File: src/logic/rsw_regs.vh
// Register offsets, field positions, reset values and codes for the reference switch control.
`ifndef RSW_REGS_VH
`define RSW_REGS_VH
// ****************************************************************
// Register byte addresses on the APB bus
// ****************************************************************
`define RSW_ADDR_W 8
`define RSW_OFF_INPUT_PRIORITY_RANKS 8'h34
`define RSW_OFF_REFERENCE_SWITCH_CONTROL 8'h35
`define RSW_OFF_HOLDOFF_COUNT_PERIOD 8'h36
`define RSW_OFF_HOLDOFF_DIVIDER_CONTROL 8'h37
`define RSW_OFF_STATUS 8'h38
// ****************************************************************
// Field positions and masks
// ****************************************************************
`define RSW_CTL_MASK_BIT 6
`define RSW_CTL_REVERTIVE_SWITCH_ENABLE_BIT 5
`define RSW_CTL_POLICY_LSB 2
`define RSW_CTL_SEL_LSB 0
`define RSW_CTL_WMASK 8'h6f
`define RSW_HDC_WMASK 8'hc3
// ****************************************************************
// Reset values
// ****************************************************************
`define RSW_RST_RANKS 8'he4
`define RSW_RST_CTL 8'h00
`define RSW_RST_HOLDOFF_PERIOD 8'h80
`define RSW_RST_HDC 8'h00
// ****************************************************************
// Selection policy codes
// ****************************************************************
`define RSW_POL_MANUAL 2'h0
`define RSW_POL_AUTO 2'h1
`define RSW_POL_SHORT_HOLD 2'h2
`define RSW_POL_AUTO_HOLD 2'h3
`endif

File: src/logic/rsw_auto_pick.v
// Priority-based pick of the best valid reference input.
`timescale 1ns/1ns
`default_nettype none
module rsw_auto_pick (
    input wire [7:0] ranks,
    input wire [3:0] valid,
    output reg found,
    output reg [1:0] pick,
    output reg [1:0] pick_rank
);
    integer i;

    // Scan from input 3 down to 0 with >=, so a lower index wins ties.
    always @* begin
        found = 1'b0;
        pick = 2'h0;
        pick_rank = 2'h0;
        for (i = 3; i >= 0; i = i - 1) begin
            if (valid[i] && (ranks[7-2*i -: 2] != 2'h0) &&
                (!found || ranks[7-2*i -: 2] >= pick_rank)) begin
                found = 1'b1;
                pick = i[1:0];
                pick_rank = ranks[7-2*i -: 2];
            end
        end
    end
endmodule // rsw_auto_pick
`default_nettype wire

File: src/logic/rsw_reset_sync.v
// Reset synchroniser: asynchronous assert, release through two flip-flops.
`timescale 1ns/1ns
`default_nettype none
module rsw_reset_sync (
    input wire clock,
    input wire rst_b,
    output wire rst_sync_b
);
    reg meta_q;
    reg sync_q;

    // The first stage loads a constant, the second copies the first; release is delayed by two edges.
    always @(posedge clock or negedge rst_b) begin
        if (!rst_b) begin
            meta_q <= 1'b0;
            sync_q <= 1'b0;
        end else begin
            meta_q <= 1'b1;
            sync_q <= meta_q;
        end
    end

    assign rst_sync_b = sync_q;
endmodule // rsw_reset_sync
`default_nettype wire

File: src/logic/rsw_switch_ctrl.v
// Reference input switch control: registers, selection policy and lock status masking.
`timescale 1ns/1ns
`default_nettype none
`include "rsw_regs.vh"
module rsw_switch_ctrl (
    input wire clock,
    input wire rst_b,
    input wire psel,
    input wire penable,
    input wire pwrite,
    input wire [31:0] paddr,
    input wire [31:0] pwdata,
    output wire pready,
    output reg [31:0] prdata,
    output wire pslverr,
    input wire [3:0] ref_valid,
    input wire pll_lock_lost,
    output reg [1:0] ref_select,
    output reg ref_select_valid,
    output reg lock_state_live,
    output reg lock_state_latched,
    output reg gpio_ref_loss,
    output reg [7:0] holdoff_period,
    output reg [1:0] holdoff_prescale,
    output reg [1:0] holdoff_aux_field
);
    // ****************************************************************
    // Reset and bus decode
    // ****************************************************************
    wire rst_sync_b;
    reg [7:0] ranks_q;
    reg [7:0] ctl_q;
    reg [7:0] hdc_q;
    reg [1:0] auto_sel_q;
    reg auto_has_q;
    reg [3:0] valid_prev_q;

    rsw_reset_sync u_rst (
        .clock(clock),
        .rst_b(rst_b),
        .rst_sync_b(rst_sync_b)
    );

    // Decodes an address into a one-hot register select, used by read and write.
    function [4:0] reg_hit;
        input [31:0] addr;
        begin
            reg_hit = 5'h00;
            if (addr[31:8] == 24'h000000) begin
                case (addr[7:0])
                    `RSW_OFF_INPUT_PRIORITY_RANKS: reg_hit = 5'h01;
                    `RSW_OFF_REFERENCE_SWITCH_CONTROL: reg_hit = 5'h02;
                    `RSW_OFF_HOLDOFF_COUNT_PERIOD: reg_hit = 5'h04;
                    `RSW_OFF_HOLDOFF_DIVIDER_CONTROL: reg_hit = 5'h08;
                    `RSW_OFF_STATUS: reg_hit = 5'h10;
                    default: reg_hit = 5'h00;
                endcase
            end
        end
    endfunction

    // The slave answers in the first access cycle; no wait states are ever inserted.
    assign pready = 1'b1;
    wire [4:0] hit = reg_hit(paddr);
    wire access = psel && penable;
    wire wr_en = access && pwrite;
    // Unmapped addresses answer with an error rather than silently vanishing.
    assign pslverr = access && (hit == 5'h00);

    // ****************************************************************
    // Configuration registers
    // ****************************************************************
    wire [1:0] policy = ctl_q[`RSW_CTL_POLICY_LSB +: 2];
    wire [1:0] man_sel = ctl_q[`RSW_CTL_SEL_LSB +: 2];
    wire mask_on = ctl_q[`RSW_CTL_MASK_BIT];
    wire revertive_switch_enable_on = ctl_q[`RSW_CTL_REVERTIVE_SWITCH_ENABLE_BIT];
    wire is_auto = policy[0];

    // Reserved positions are masked off on write so they read back as zero.
    always @(posedge clock or negedge rst_sync_b) begin
        if (!rst_sync_b) begin
            ranks_q <= `RSW_RST_RANKS;
            ctl_q <= `RSW_RST_CTL;
            holdoff_period <= `RSW_RST_HOLDOFF_PERIOD;
            hdc_q <= `RSW_RST_HDC;
        end else if (wr_en) begin
            if (hit[0]) begin
                ranks_q <= pwdata[7:0];
            end
            if (hit[1]) begin
                ctl_q <= pwdata[7:0] & `RSW_CTL_WMASK;
            end
            if (hit[2]) begin
                holdoff_period <= pwdata[7:0];
            end
            if (hit[3]) begin
                hdc_q <= pwdata[7:0] & `RSW_HDC_WMASK;
            end
        end
    end

    // Holdoff fields are only held here; the counter that uses them lives elsewhere.
    always @* begin
        holdoff_prescale = hdc_q[7:6];
        holdoff_aux_field = hdc_q[1:0];
    end

    // ****************************************************************
    // Automatic selection
    // ****************************************************************
    wire best_found;
    wire [1:0] best_pick;
    wire [1:0] best_rank;

    rsw_auto_pick u_pick (
        .ranks(ranks_q),
        .valid(ref_valid),
        .found(best_found),
        .pick(best_pick),
        .pick_rank(best_rank)
    );

    // Rank of an input, taken from the packed rank byte (input 0 in the top bits).
    function [1:0] rank_of;
        input [7:0] r;
        input [1:0] idx;
        begin
            case (idx)
                2'h0: rank_of = r[7:6];
                2'h1: rank_of = r[5:4];
                2'h2: rank_of = r[3:2];
                default: rank_of = r[1:0];
            endcase
        end
    endfunction

    wire [3:0] revalid = ref_valid & ~valid_prev_q;
    wire [3:0] nonsel_revalid = revalid & ~(4'h1 << auto_sel_q);
    wire cur_ok = auto_has_q && ref_valid[auto_sel_q] &&
        (rank_of(ranks_q, auto_sel_q) != 2'h0);
    wire outranks = best_found && (best_rank > rank_of(ranks_q, auto_sel_q));

    // A failed or unset choice is replaced at once; a healthy one only moves on
    // revertive re-validation, and then only upward. This avoids needless hops.
    always @(posedge clock or negedge rst_sync_b) begin
        if (!rst_sync_b) begin
            auto_sel_q <= 2'h0;
            auto_has_q <= 1'b0;
            valid_prev_q <= 4'h0;
        end else begin
            valid_prev_q <= ref_valid;
            if (!is_auto) begin
                auto_has_q <= 1'b0;
            end else if (!cur_ok) begin
                auto_has_q <= best_found;
                if (best_found) begin
                    auto_sel_q <= best_pick;
                end
            end else if (revertive_switch_enable_on && (nonsel_revalid != 4'h0) && outranks) begin
                auto_sel_q <= best_pick;
            end
            // Without revertive enable a re-validated input changes nothing.
        end
    end

    // ****************************************************************
    // Outputs: selection, lock status, GPIO loss report
    // ****************************************************************
    wire [1:0] sel_d = is_auto ? auto_sel_q : man_sel;
    wire sel_valid_d = is_auto ? auto_has_q : 1'b1;
    wire ref_lost = !ref_valid[sel_d] || !sel_valid_d;
    wire lock_fail = pll_lock_lost || (!mask_on && ref_lost);

    // Latched status holds until software writes a one to it in the status word.
    always @(posedge clock or negedge rst_sync_b) begin
        if (!rst_sync_b) begin
            ref_select <= 2'h0;
            ref_select_valid <= 1'b0;
            lock_state_live <= 1'b0;
            lock_state_latched <= 1'b0;
            gpio_ref_loss <= 1'b0;
        end else begin
            ref_select <= sel_d;
            ref_select_valid <= sel_valid_d;
            lock_state_live <= lock_fail;
            gpio_ref_loss <= ref_lost && !mask_on;
            if (lock_fail) begin
                lock_state_latched <= 1'b1;
            end else if (wr_en && hit[4] && pwdata[1]) begin
                lock_state_latched <= 1'b0;
            end
        end
    end

    // ****************************************************************
    // Read data
    // ****************************************************************
    always @* begin
        prdata = 32'h00000000;
        if (access && !pwrite) begin
            case (hit)
                5'h01: prdata = {24'h000000, ranks_q};
                5'h02: prdata = {24'h000000, ctl_q};
                5'h04: prdata = {24'h000000, holdoff_period};
                5'h08: prdata = {24'h000000, hdc_q};
                5'h10: prdata = {24'h000000, ref_select_valid, 1'b0, ref_select,
                    gpio_ref_loss, 1'b0, lock_state_latched, lock_state_live};
                default: prdata = 32'h00000000;
            endcase
        end
    end
endmodule // rsw_switch_ctrl
`default_nettype wire

File: config.mk
export PLATFORM = sky130hd
export DESIGN_NAME = rsw_switch_ctrl
export DESIGN_NICKNAME = d
export VERILOG_FILES = /design/src/logic/rsw_auto_pick.v /design/src/logic/rsw_reset_sync.v /design/src/logic/rsw_switch_ctrl.v
export VERILOG_INCLUDE_DIRS = /design/src /design/src/logic
export SDC_FILE = /design/constraint.sdc
export NUM_CORES = 1
export LEC_CHECK = 0
export BUFFER_PORTS_ARGS = -buffer_cell sky130_fd_sc_hd__buf_2
export CAP_MARGIN = 20
export CORE_MARGIN = 4
export CORE_UTILIZATION = 48
export CTS_BUF_LIST = sky130_fd_sc_hd__clkbuf_4
export DETAILED_ROUTE_END_ITERATION = 7
export GPL_ROUTABILITY_DRIVEN = 0
export PLACE_DENSITY = 0.8
export SETUP_SLACK_MARGIN = 0.3
export SLEW_MARGIN = 10
export SYNTH_ARGS = -nofsm -noshare
export SYNTH_HDL_FRONTEND = slang
export SYNTH_SLANG_ARGS = --single-unit
File: constraint.sdc
create_clock -name clock -period 1.6 [get_ports clock]
set_input_delay 0.08 -clock clock [delete_from_list [all_inputs] [get_ports clock]]
set_output_delay 0.08 -clock clock [all_outputs]
set_load 0.005 [all_outputs]
==> flow_summary.rst, run 1 <==
.. list-table::
   :header-rows: 1

   * - Metric
     - Value
   * - Standard-cell row count
     - 26
   * - Switching power
     - 0.8145 mW
   * - Flop and latch count out of synthesis
     - 41
   * - I/O pins
     - roughly 130
   * - Synth top cells by count
     - sky130_fd_sc_hd__dfrtp_1 (36), sky130_fd_sc_hd__buf_4 (26), sky130_fd_sc_hd__mux2_2 (24)
   * - Die area
     - approximately 6700 sq um
   * - Fillers
     - roughly 270
   * - Initial standard-cell utilization of the core
     - between 50 and 60%
   * - Type of origin of the critical path
     - register
   * - Max Root-Sink Buffers
     - 2
   * - Root buffer cell
     - sky130_fd_sc_hd__clkbuf_4
   * - Yosys top cell area share
     - between 30% and 40%
   * - Min cycle time layout
     - 4.472 ns
   * - Outcome
     - finished with violations
   * - Vias per inst
     - approximately 5.8
   * - Wire length of the first global-routing pass
     - 13280 um
   * - Gate power share
     - a little over a quarter
   * - Post-synth EDFFs
     - 0
   * - Top area cells in the synthesized netlist
     - sky130_fd_sc_hd__dfrtp_1 (34%), sky130_fd_sc_hd__mux2_2 (10%), sky130_fd_sc_hd__buf_4 (7.4%), sky130_fd_sc_hd__dfstp_2 (5.0%), sky130_fd_sc_hd__ha_1 (3.8%)
   * - Total Neg Setup Slack
     - -6.934 ns
   * - Setup violation total in the final timing report
     - 12
   * - Total number of clock tree sinks
     - slightly above 40
   * - Leakage power of the design
     - 2.021 nW
   * - Final Skew
     - 0.01666 ns
   * - Maximum vdd drop
     - approximately 0.57 mV
   * - Total area of multi-input combinational cells
     - around 1900 sq um
   * - Failing checks
     - negative setup slack
   * - Remaining routing DRC violations
     - 0
   * - Detailed-route wire length per cell
     - between 20 and 25 um
   * - Number of antenna violations at the first check in global routing
     - 0
   * - Max-cap violations
     - 0
   * - Number of global-route vias before repair
     - 2673
   * - Distinct cell type count of the synthesized netlist
     - between 40 and 50
   * - Fraction of layout instances using a drive strength above 1
     - 60.44%
   * - Share of the yosys chip area belonging to registers
     - around two fifths
   * - Net switching share of the total power
     - between 20% and 30%
   * - Int Pwr
     - 1.977 mW
   * - Avg Synthesized Cell Area
     - about 10 sq um
   * - Clk network pwr share
     - about a third
   * - Fmax
     - roughly 220 MHz
   * - Count of TritonRoute iterations in the first routing pass
     - 6
   * - Critical path data required time
     - approximately 1.9 ns
   * - Number of clock buffers inserted by TritonCTS
     - 5
   * - Total core area
     - approximately 5200 sq um
   * - Setup repair after global routing missed its margin
     - true
   * - Tightest Hold Check Type
     - in2reg
   * - Capturing element type of the critical path
     - register
   * - Clock network latency to the later pin of the worst-skew pair
     - roughly 0.37 ns
   * - Total grt overflow
     - 0
   * - Worst Setup Path Type
     - reg2reg
   * - Post-CTS clock slew at the launch and capture registers of the worst setup and hold paths
     - around 0.15 ns
   * - Antenna-violating nets left
     - 0
   * - Post-Place Cell Area
     - approximately 3600 sq um
   * - Synth warn
     - 0
   * - Register area
     - slightly above 1000 sq um
   * - Hpwl dp
     - between 6000 and 7000 um
   * - Via count
     - 2778
   * - Width of the die
     - roughly 82 um
   * - Instance count of the mapped netlist
     - roughly 260
   * - Final routed wirelength across all metal layers
     - a little under 10000 um
   * - Clock tree from TritonCTS
     - done
   * - Share of the clock period used by the worst path
     - 279.5%
   * - Leading cell type by number of instances after synthesis
     - sky130_fd_sc_hd__dfrtp_1
   * - Total global routing track utilization
     - between 20% and 30%
   * - Total count of max-transition violations in the final report
     - 0
   * - Final critical-path setup slack
     - -2.872 ns
   * - Port Buffers
     - 76
   * - Main flop type after synthesis
     - sky130_fd_sc_hd__dfrtp_1
   * - Number of failing hold endpoints at the final stage
     - 0
   * - Iteration-0 DRC Markers
     - ~270
   * - Cell count after placement
     - 447
   * - Post-layout instance count excluding filler cells
     - about 480
   * - Maximum number of pins on one net before global-route repair
     - 26
   * - Antenna diodes
     - 0
   * - Die Y-Extent
     - 81.97 um
   * - Cell type contributing the most total cell area after synthesis
     - sky130_fd_sc_hd__dfrtp_1
   * - Worst Path Arrival
     - roughly 4.8 ns
   * - Nets
     - 493
   * - H-tree levels
     - 2
   * - Synthesized area
     - between 2000 and 3000 sq um
   * - Power per cell area
     - about 650 nW/um^2
   * - Synth-to-layout area growth
     - 64.46%
   * - Proportion of synthesized flip-flops having asynchronous set or reset
     - 100.0%
   * - Critical-path maximum fanout
     - 4
   * - Proportion of power drawn by flip-flops and latches
     - 40.9%
   * - Total non-filler cell area in the finished layout
     - ~4300 sq um
==> sequential cells by signal (all words and copies together), names as in the netlist <==
name                flops
lock_state_latched      1
auto_has_q              1
ref_select_valid        1
u_rst.rst_sync_b        1
holdoff_period          8
gpio_ref_loss           1
hdc_q                   4
valid_prev_q            4
ranks_q                 8
ref_select              2
auto_sel_q              2
ctl_q                   6
lock_state_live         1
u_rst.meta_q            1
==> power groups by stage <==
stage	Sequential [mW]	Clock, mW	Combinational [mW]
after global routing	1.15	0.942	0.821
after detailed placement	1.16	0	0.598
after global placement	1.15	0	0.584
after CTS	1.14	0.880	0.683
after floorplan	1.16	0	0.390
final	1.14	0.884	0.766
==> through the flow <==
| step | util [%] | power (mW) | setup slack, ns | hold WS [ns] |
|---|---|---|---|---|
| floorplan | - | 1.545 | -2.717 | -0.2156 |
| global placement | 68.87 | 1.738 | -2.683 | -0.1331 |
| detailed placement | 68.87 | 1.754 | -2.832 | -0.1333 |
| CTS | 78.15 | 2.701 | -2.818 | 0.01982 |
| global route | 82.98 | 2.914 | -2.952 | 0.03744 |
| finish | 82.98 | 2.792 | -2.872 | 0.04763 |
==> worst max-delay path: stages, from the launching register on <==
cell and delay [ns]:
sky130_fd_sc_hd__dfstp_2 0.57, sky130_fd_sc_hd__inv_2 0.05, sky130_fd_sc_hd__ha_4 0.20, sky130_fd_sc_hd__nand2b_4 0.14, sky130_fd_sc_hd__a211oi_4 0.25, sky130_fd_sc_hd__nor2_2 0.09
sky130_fd_sc_hd__mux2_4 0.33, sky130_fd_sc_hd__ha_4 0.26, sky130_fd_sc_hd__nand2b_4 0.12, sky130_fd_sc_hd__a21oi_4 0.05, sky130_fd_sc_hd__a21oi_2 0.16, sky130_fd_sc_hd__mux2_4 0.34
sky130_fd_sc_hd__ha_4 0.27, sky130_fd_sc_hd__nand2b_4 0.12, sky130_fd_sc_hd__a21oi_4 0.06, sky130_fd_sc_hd__a21oi_4 0.19, sky130_fd_sc_hd__mux2i_1 0.21, sky130_fd_sc_hd__ha_1 0.25
sky130_fd_sc_hd__nand2_1 0.07, sky130_fd_sc_hd__nand2_1 0.06, sky130_fd_sc_hd__nor3_2 0.17, sky130_fd_sc_hd__o21ai_2 0.09, sky130_fd_sc_hd__mux2_4 0.30
==> cell type report <==
cell class | instances | area share, %
flip-flops and latches | 41 | 23.90
clock buffers | 5 | 0.8691
repair buffers | 152 | 25.70
clock inverters | 3 | 1.593
inverters | 16 | 1.506
well taps | 70 | 2.028
multi-input cells | 195 | 44.41
==> layer usage <==
layer / up-vias / wire length [um] / track usage (%)
li1: 1184 / - / -
met1: 1341 / 3439 / 32.98
met5: - / 0 / 0
met4: 0 / 351 / 7.475
met3: 45 / 922 / 4.496
met2: 208 / 4990 / 46.45
==> kinds of logic (layout without fill, tap and decap cells) <==
logic type / Yosys count / after routing / synth area share, %
and+or+nand+nor: 75 / 75 / 16.39
buffers and inverters: 50 / 176 / 11.00
AOI/OAI and AO/OA: 48 / 48 / 11.67
DFF: 41 / 41 / 39.30
muxes: 38 / 38 / 17.53
adders and majority gates: 8 / 8 / 3.811
other: 2 / 26 / 0.2860
==> worst paths after layout <==
kind	end	start	slack, ns	depth (start not counted)
hold reg to reg	ranks_q[3]$_DFFE_PN0P_	u_rst.rst_sync_b$_DFF_PN0_	0.18	1
max in group asynchronous	u_rst.rst_sync_b$_DFF_PN0_	rst_b	0.92	3
hold / removal	valid_prev_q[3]$_DFF_PN0_	ref_valid[3]	0.05	2
min in group asynchronous	ranks_q[3]$_DFFE_PN0P_	u_rst.rst_sync_b$_DFF_PN0_	0.18	1
setup reg to reg	auto_sel_q[0]$_DFFE_PN0P_	ranks_q[2]$_DFFE_PN1P_	-2.87	22
setup / recovery	auto_sel_q[0]$_DFFE_PN0P_	ranks_q[2]$_DFFE_PN1P_	-2.87	22
==> cells in the final DEF (no fill, tap or decap), types with 6 or more instances in the layout <==
| cell type | Yosys | final |
|---|---|---|
| sky130_fd_sc_hd__inv_1 | 16 | 14 |
| sky130_fd_sc_hd__buf_4 | 26 | 42 |
| sky130_fd_sc_hd__buf_2 | 3 | 71 |
| sky130_fd_sc_hd__mux2_4 | 0 | 24 |
| sky130_fd_sc_hd__nor2_1 | 17 | 10 |
| sky130_fd_sc_hd__o21ai_2 | 1 | 8 |
| sky130_fd_sc_hd__dlygate4sd3_1 | 0 | 14 |
| sky130_fd_sc_hd__nand2_1 | 21 | 17 |
| sky130_fd_sc_hd__conb_1 | 2 | 26 |
| sky130_fd_sc_hd__buf_6 | 0 | 23 |
| sky130_fd_sc_hd__dfrtp_1 | 36 | 36 |
| sky130_fd_sc_hd__nor2_4 | 0 | 6 |
| sky130_fd_sc_hd__mux2i_1 | 10 | 6 |
==> what timing repair did <==
action / in CTS / in global routing
endpoints found under the hold margin: 26 / 0
gates cloned: 1 / 0
endpoints found under the setup margin: 35 / 40
buffers inserted: 7 / 5
pin swaps: 21 / 15
hold buffers: 14 / 0
gates resized for setup: 37 / 45
(Power assumes the default switching activity.)
==> run 2, diff against run 1 <==
--- a/config.mk
+++ b/config.mk
@@ -8,6 +8,7 @@
 export LEC_CHECK = 0
 export BUFFER_PORTS_ARGS = -buffer_cell sky130_fd_sc_hd__buf_2
 export CAP_MARGIN = 20
+export CORE_ASPECT_RATIO = 1.4
 export CORE_MARGIN = 4
 export CORE_UTILIZATION = 48
 export CTS_BUF_LIST = sky130_fd_sc_hd__clkbuf_4
==> flow_summary.rst, run 2 (synthesis results as in run 1) <==
.. list-table::
   :header-rows: 1

   * - Metric
     - Value
   * - Fmax
     - ~220 MHz
   * - Final worst hold slack
     - 0.008927 ns
   * - Total non-filler cell area in the finished layout
     - 4340 sq um
   * - Standard-cell row count
     - 31
   * - Largest delay share family, worst path
     - multiplexers
   * - Root buffer cell
     - sky130_fd_sc_hd__clkbuf_4
   * - Number of clock buffers inserted by TritonCTS
     - 5
   * - Most common library cell in the layout ignoring fill and taps
     - sky130_fd_sc_hd__buf_2
   * - Number of antenna violations at the first check in global routing
     - 0
   * - Iteration-0 DRC Markers
     - between 200 and 250
   * - Worst stage delay on the critical path
     - about 0.56 ns
   * - H-tree levels
     - 2
   * - I/O pins
     - roughly 130
   * - Width of the die
     - between 70 and 80 um
   * - Post-CTS clock slew at the launch and capture registers of the worst setup and hold paths
     - 0.14 ns
   * - Post-Place Cell Area
     - approximately 3600 sq um
   * - Fraction of met2 tracks used by global routing
     - approximately 51%
   * - Via count
     - 2747
   * - Failing checks
     - negative setup slack
   * - Final design utilization
     - 82.89%
   * - Number of global-route vias before repair
     - ~2800
   * - Post-Place Worst Slack
     - -2.956 ns
   * - Share of the clock period used by the worst path
     - 282.8%
   * - Cell at the slowest stage of the critical path
     - sky130_fd_sc_hd__dfstp_2
   * - Most congested layer reported by global routing
     - met2
   * - Setup repair after global routing missed its margin
     - true
   * - Critical path data required time
     - approximately 1.9 ns
   * - Fraction of layout instances using a drive strength above 1
     - around 62%
   * - Vias per inst
     - slightly below 6
   * - Tightest Hold Check Type
     - in2async
   * - Final routed wirelength across all metal layers
     - 9917 um
   * - Total count of max-transition violations in the final report
     - 0
   * - Die area
     - slightly below 7000 sq um
   * - Worst Path Arrival
     - between 4 and 5 ns
   * - Hpwl dp
     - just over 6000 um
   * - Switching power
     - 0.8961 mW
   * - Met3 usage in global routing
     - under 10%
   * - Final Power
     - about 2.9 mW
   * - Total number of clock tree sinks
     - a little over 40
   * - Buffers plus inverters on the worst setup path
     - 2
   * - Max-cap violations
     - 0
   * - Setup violation total in the final timing report
     - 13
   * - Total Neg Setup Slack
     - -7.441 ns
   * - Registers with the highest flip-flop counts
     - holdoff_period x8, ranks_q x8, ctl_q x6
   * - Wire length of the first global-routing pass
     - 13920 um
   * - Count of TritonRoute iterations in the first routing pass
     - 5
   * - Leakage power of the design
     - about 2 nW
   * - Worst Setup Path Type
     - reg2reg
   * - Clock network latency to the later pin of the worst-skew pair
     - just under 0.4 ns
   * - Number of failing hold endpoints at the final stage
     - 0
   * - Die Y-Extent
     - roughly 96 um
   * - Type of origin of the critical path
     - register
   * - Final critical-path setup slack
     - -2.925 ns
   * - Port Buffers
     - 76
   * - Critical-path maximum fanout
     - 4
   * - Maximum number of pins on one net before global-route repair
     - 40
   * - Most repeated library cell on the critical path
     - sky130_fd_sc_hd__a21oi_4
   * - Antenna-violating nets left
     - 0
   * - Power per cell area
     - 658.0 nW/um^2
   * - Met1 track demand over resource in global routing
     - between 20% and 30%
   * - Remaining routing DRC violations
     - 0
   * - Total core area
     - ~5200 sq um
   * - Maximum vdd drop
     - between 0.4 and 0.5 mV
   * - Gate power share
     - 34.9%
   * - Antenna diodes
     - 0
   * - Clk network pwr share
     - about a quarter
   * - Min cycle time layout
     - between 4 and 5 ns
   * - Cell depth of the worst flop-to-flop path
     - 22
   * - Proportion of power drawn by flip-flops and latches
     - 40.1%
   * - Reg-to-reg critical path endpoint
     - auto_sel_q[0]$_DFFE_PN0P_
   * - Leading cell types in the layout, fill and taps excluded
     - sky130_fd_sc_hd__buf_2 (71), sky130_fd_sc_hd__buf_4 (38), sky130_fd_sc_hd__dfrtp_1 (36)
   * - Critical Path, Cell by Cell
     - inv_2 > ha_4 > nand2b_4 > a211oi_4 > nor2_2 > mux2_4 > ha_4 > nand2b_4 > a21oi_4 > a21oi_2 > mux2_4 > ha_4 > nand2b_4 > a21oi_4 > a21oi_4 > mux2i_1 > ha_2 > inv_2 > a21oi_4 > nor3_4 > o21ai_2 > mux2_2
   * - Total grt overflow
     - 0
   * - Detailed-route wire length per cell
     - between 20 and 25 um
   * - Initial standard-cell utilization of the core
     - 50.16%
   * - Capturing element type of the critical path
     - register
   * - Clock tree from TritonCTS
     - done
   * - Total global routing track utilization
     - 27.25%
   * - Outcome
     - finished with violations
   * - Cell count after placement
     - around 440
   * - Int Pwr
     - approximately 2.0 mW
   * - Synth-to-layout area growth
     - 65.27%
   * - Fillers
     - approximately 280
   * - Net switching share of the total power
     - 31.38%
   * - Reg2reg setup slack
     - -2.93 ns
   * - Final Skew
     - slightly below 0.02 ns
   * - RR Startpoint
     - ranks_q[2]$_DFFE_PN1P_
   * - Nets
     - 491
   * - Max Root-Sink Buffers
     - 2
   * - Post-layout instance count excluding filler cells
     - 476
==> run 2: cell types whose count changed in the layout (fill, tap and decap cells not counted), sizes merged <==
cell,previous run,this run
clkbuf,5,6
clkinvlp,0,1
bufinv,2,1
inv,17,16
buf,138,135
clkinv,0,1
==> run 2: layer usage <==
metal | part of all wire, % | wire length [um] | up-vias
met3 | 7.9 | 779 | 44
met2 | 53 | 5297 | 170
met4 | 5.7 | 563 | 0
met1 | 33 | 3276 | 1348
met5 | 0 | 0 | -
li1 | - | - | 1185
==> run 2: worst reg2reg max path: cells and delay by family (launching register included) <==
kind / cells / cell delay, ns
compound gates: 7 / 1.06
buf+inv: 2 / 0.11
simple gates: 5 / 0.53
fa+ha+maj: 4 / 0.94
flops: 1 / 0.56
mux: 4 / 1.26
==> run 2: final cells by class <==
| cell class | count | area (sq um) | area share, % |
|---|---|---|---|
| Clock inverter | 3 | 46.29 | 1.067 |
| Sequential cell | 41 | 1032 | 23.78 |
| Multi-Input combinational cell | 195 | 1958 | 45.11 |
| Tap cell | 66 | 82.58 | 1.903 |
| Inverter | 16 | 60.06 | 1.384 |
| Timing Repair Buffer | 150 | 1124 | 25.89 |
| Clock buffer | 5 | 37.54 | 0.8648 |
==> run 2: repair_timing <==
item,CTS,global route
hold buffers,14,0
cloned,0,1
gates resized for setup,49,48
setup endpoints to repair,39,41
buffers inserted,7,5
hold endpoints to repair,23,0
pin swaps,21,21
==> run 2: worst max-delay path by stage <==
stage                                 from                         to  slack [ns]  cells past startpoint
floorplan           ranks_q[2]$_DFFE_PN1P_  auto_sel_q[0]$_DFFE_PN0P_       -2.72                     22
global route        ranks_q[2]$_DFFE_PN1P_  auto_sel_q[0]$_DFFE_PN0P_       -3.04                     22
finish              ranks_q[2]$_DFFE_PN1P_  auto_sel_q[0]$_DFFE_PN0P_       -2.93                     22
global placement    ranks_q[2]$_DFFE_PN1P_  auto_sel_q[0]$_DFFE_PN0P_       -2.72                     22
CTS                 ranks_q[2]$_DFFE_PN1P_  auto_sel_q[0]$_DFFE_PN0P_       -2.86                     22
detailed placement  ranks_q[2]$_DFFE_PN1P_  auto_sel_q[0]$_DFFE_PN0P_       -2.96                     22
==> run 2: power groups by stage <==
| stage | logic, mW | registers (mW) | clock network [mW] |
|---|---|---|---|
| 4_1_cts | 0.745 | 1.14 | 0.717 |
| 5_1_grt | 1.05 | 1.15 | 0.769 |
| 2_1_floorplan | 0.390 | 1.16 | 0 |
| 3_3_place_gp | 0.583 | 1.16 | 0 |
| 6_report | 0.995 | 1.15 | 0.715 |
| 3_5_place_dp | 0.609 | 1.16 | 0 |
==> run 3, diff against run 2 <==
--- a/config.mk
+++ b/config.mk
@@ -14,7 +14,7 @@
 export CTS_BUF_LIST = sky130_fd_sc_hd__clkbuf_4
 export DETAILED_ROUTE_END_ITERATION = 7
 export GPL_ROUTABILITY_DRIVEN = 0
-export PLACE_DENSITY = 0.8
+export PLACE_DENSITY_LB_ADDON = 0.1
 export SETUP_SLACK_MARGIN = 0.3
 export SLEW_MARGIN = 10
 export SYNTH_ARGS = -nofsm -noshare
==> flow_summary.rst, run 3 (synthesis results as in run 1) <==
.. list-table::
   :header-rows: 1

   * - Metric
     - Value
   * - Post-layout instance count excluding filler cells
     - about 480
   * - Critical path data required time
     - ~1.9 ns
   * - Total number of clock tree sinks
     - between 40 and 50
   * - Hpwl dp
     - a little under 6000 um
   * - Antenna diodes
     - 0
   * - Total non-filler cell area in the finished layout
     - around 4300 sq um
   * - Final worst hold slack
     - between 0.015 and 0.02 ns
   * - Detailed-route wire length per cell
     - ~19 um
   * - Slew of the pin with the lowest slew margin
     - 0.5313 ns
   * - RR Startpoint
     - ranks_q[2]$_DFFE_PN1P_
   * - Number of global-route vias before repair
     - between 2000 and 3000
   * - Final routed wirelength across all metal layers
     - between 8000 and 9000 um
   * - Largest delay share family, worst path
     - adder cells
   * - Registers with the highest flip-flop counts
     - holdoff_period x8, ranks_q x8, ctl_q x6
   * - Max-cap violations
     - 0
   * - Remaining routing DRC violations
     - 0
   * - Clock network latency to the later pin of the worst-skew pair
     - roughly 0.37 ns
   * - Total area of multi-input combinational cells
     - roughly 1900 sq um
   * - Fraction of layout instances using a drive strength above 1
     - between 60% and 70%
   * - Headroom to the max-slew limit
     - 64.58%
   * - Register area
     - about 1000 sq um
   * - Clock tree from TritonCTS
     - done
   * - Total global routing track utilization
     - about 24%
   * - Number of antenna violations at the first check in global routing
     - 0
   * - H-tree levels
     - 2
   * - Worst stage delay on the critical path
     - about 0.56 ns
   * - Maximum vdd drop
     - 0.4142 mV
   * - Reg-to-reg critical path endpoint
     - auto_sel_q[0]$_DFFE_PN0P_
   * - Share of the clock period used by the worst path
     - 288.2%
   * - Number of failing hold endpoints at the final stage
     - 0
   * - Root buffer cell
     - sky130_fd_sc_hd__clkbuf_4
   * - Die area
     - roughly 6700 sq um
   * - Cell at the slowest stage of the critical path
     - sky130_fd_sc_hd__dfstp_2
   * - Fmax
     - ~220 MHz
   * - Leading cell types in the layout, fill and taps excluded
     - sky130_fd_sc_hd__buf_2 (71), sky130_fd_sc_hd__buf_4 (37), sky130_fd_sc_hd__dfrtp_1 (36)
   * - Standard-cell row count
     - 31
   * - Hold Startpoint
     - pwdata[0]
   * - Worst Setup Path Type
     - reg2reg
   * - Failing checks
     - negative setup slack
   * - Number of clock buffers inserted by TritonCTS
     - 5
   * - I/O pins
     - about 130
   * - Total count of max-transition violations in the final report
     - 0
   * - Antenna-violating nets left
     - 0
   * - Type of origin of the critical path
     - register
   * - Buffers plus inverters on the worst setup path
     - 1
   * - Worst Path Arrival
     - slightly below 5 ns
   * - Post-Place Cell Area
     - roughly 3600 sq um
   * - Total grt overflow
     - 0
   * - Hold endpoint
     - hdc_q[0]$_DFFE_PN0P_
   * - Port Buffers
     - 76
   * - Initial standard-cell utilization of the core
     - about half
   * - Min cycle time layout
     - between 4 and 5 ns
   * - Critical-path maximum fanout
     - 4
   * - Most common library cell in the layout ignoring fill and taps
     - sky130_fd_sc_hd__buf_2
   * - Cell depth of the worst flop-to-flop path
     - 23
   * - Reg2reg setup slack
     - -3.01 ns
   * - Cell count after placement
     - 443
   * - Setup repair after global routing missed its margin
     - true
   * - Vias per inst
     - approximately 5.4
   * - Synth-to-layout area growth
     - 63.03%
   * - Hold Path Stages
     - 2
   * - Count of TritonRoute iterations in the first routing pass
     - 4
   * - Power per cell area
     - between 600 and 700 nW/um^2
   * - Capturing element type of the critical path
     - register
   * - Final critical-path setup slack
     - -3.010 ns
   * - Critical Path, Cell by Cell
     - inv_2 > ha_4 > nand2b_4 > a211oi_4 > nor2_2 > mux2_4 > ha_4 > nand2b_4 > a21oi_4 > a21oi_2 > mux2_4 > ha_4 > nand2b_4 > a21oi_4 > a21oi_4 > nand2_1 > o21ai_1 > ha_1 > nand2_1 > nand2_1 > nor3_2 > o21ai_2 > mux2_4
   * - Wire length of the first global-routing pass
     - 12630 um
   * - Setup violation total in the final timing report
     - 18
   * - Final Power
     - 2.733 mW
   * - Post-CTS clock slew at the launch and capture registers of the worst setup and hold paths
     - 0.14 ns
   * - Iteration-0 DRC Markers
     - 95
   * - Total core area
     - 5236 sq um
   * - Via count
     - roughly 2600
   * - Final Skew
     - around 0.02 ns
   * - Width of the die
     - between 70 and 80 um
   * - Die Y-Extent
     - 95.52 um
   * - Nets
     - 491
   * - Maximum number of pins on one net before global-route repair
     - 40
   * - Outcome
     - finished with violations
   * - Fillers
     - 312
   * - Tightest Hold Check Type
     - in2reg
   * - Leakage power of the design
     - approximately 2.1 nW
   * - Max Root-Sink Buffers
     - 2
[run 3: cell types whose count changed in the layout (fill, tap and decap cells not counted), sizes merged]
cell | before | now
buf | 135 | 136
bufinv | 1 | 2
clkinv | 1 | 0
clkinvlp | 1 | 0
dlygate4sd3 | 14 | 13
inv | 16 | 17
[run 3: how the worst max path moves through the flow]
stage / slack (ns) / cells past startpoint / to / start
finish: -3.01 / 23 / auto_sel_q[0]$_DFFE_PN0P_ / ranks_q[2]$_DFFE_PN1P_
global route: -3.18 / 23 / auto_sel_q[0]$_DFFE_PN0P_ / ranks_q[2]$_DFFE_PN1P_
CTS: -2.83 / 22 / auto_sel_q[0]$_DFFE_PN0P_ / ranks_q[2]$_DFFE_PN1P_
detailed placement: -2.85 / 22 / auto_sel_q[0]$_DFFE_PN0P_ / ranks_q[2]$_DFFE_PN1P_
global placement: -2.74 / 22 / auto_sel_q[0]$_DFFE_PN0P_ / ranks_q[2]$_DFFE_PN1P_
floorplan: -2.72 / 22 / auto_sel_q[0]$_DFFE_PN0P_ / ranks_q[2]$_DFFE_PN1P_
[run 3: what timing repair did]
| item | in CTS | in global routing |
|---|---|---|
| hold buffers | 13 | 0 |
| setup buffers | 4 | 7 |
| resized for setup | 38 | 49 |
| pin swaps | 12 | 20 |
| endpoints found under the hold margin | 25 | 0 |
| gates cloned | 0 | 1 |
| setup endpoints to repair | 27 | 39 |
[run 3: cell type report]
| class | instances | share of cell area [%] |
|---|---|---|
| clock buffer | 5 | 0.8767 |
| clock inverter | 3 | 1.607 |
| inverter | 16 | 1.461 |
| multi-input combinational | 195 | 44.16 |
| sequential | 41 | 24.11 |
| tap | 66 | 1.929 |
| timing repair buffer | 150 | 25.86 |
[run 3: report_power, final]
part	leakage [nW]	switching (mW)	total, mW	internal (mW)
Clock	0.0558	0.370	0.862	0.492
Sequential	0.496	0.0503	1.14	1.09
Combinational	1.50	0.359	0.727	0.368
Total	2.05	0.780	2.73	1.95
[run 3: metrics by stage]
stage	setup TNS [ns]	utilization, %	setup slack [ns]
detailed placement	-9.430	68.12	-2.847
global route	-8.092	81.77	-3.177
global placement	-9.460	68.12	-2.736
floorplan	-5.402	-	-2.717
finish	-6.926	81.77	-3.010
CTS	-6.348	76.27	-2.835
[run 3: routing by layer]
metal | share of wire [%] | global-route usage, % | wire length [um]
met3 | 6.0 | 3.903 | 533
met2 | 55 | 45.16 | 4805
met5 | 0 | 0 | 0
met1 | 36 | 27.01 | 3200
met4 | 3.1 | 9.904 | 277
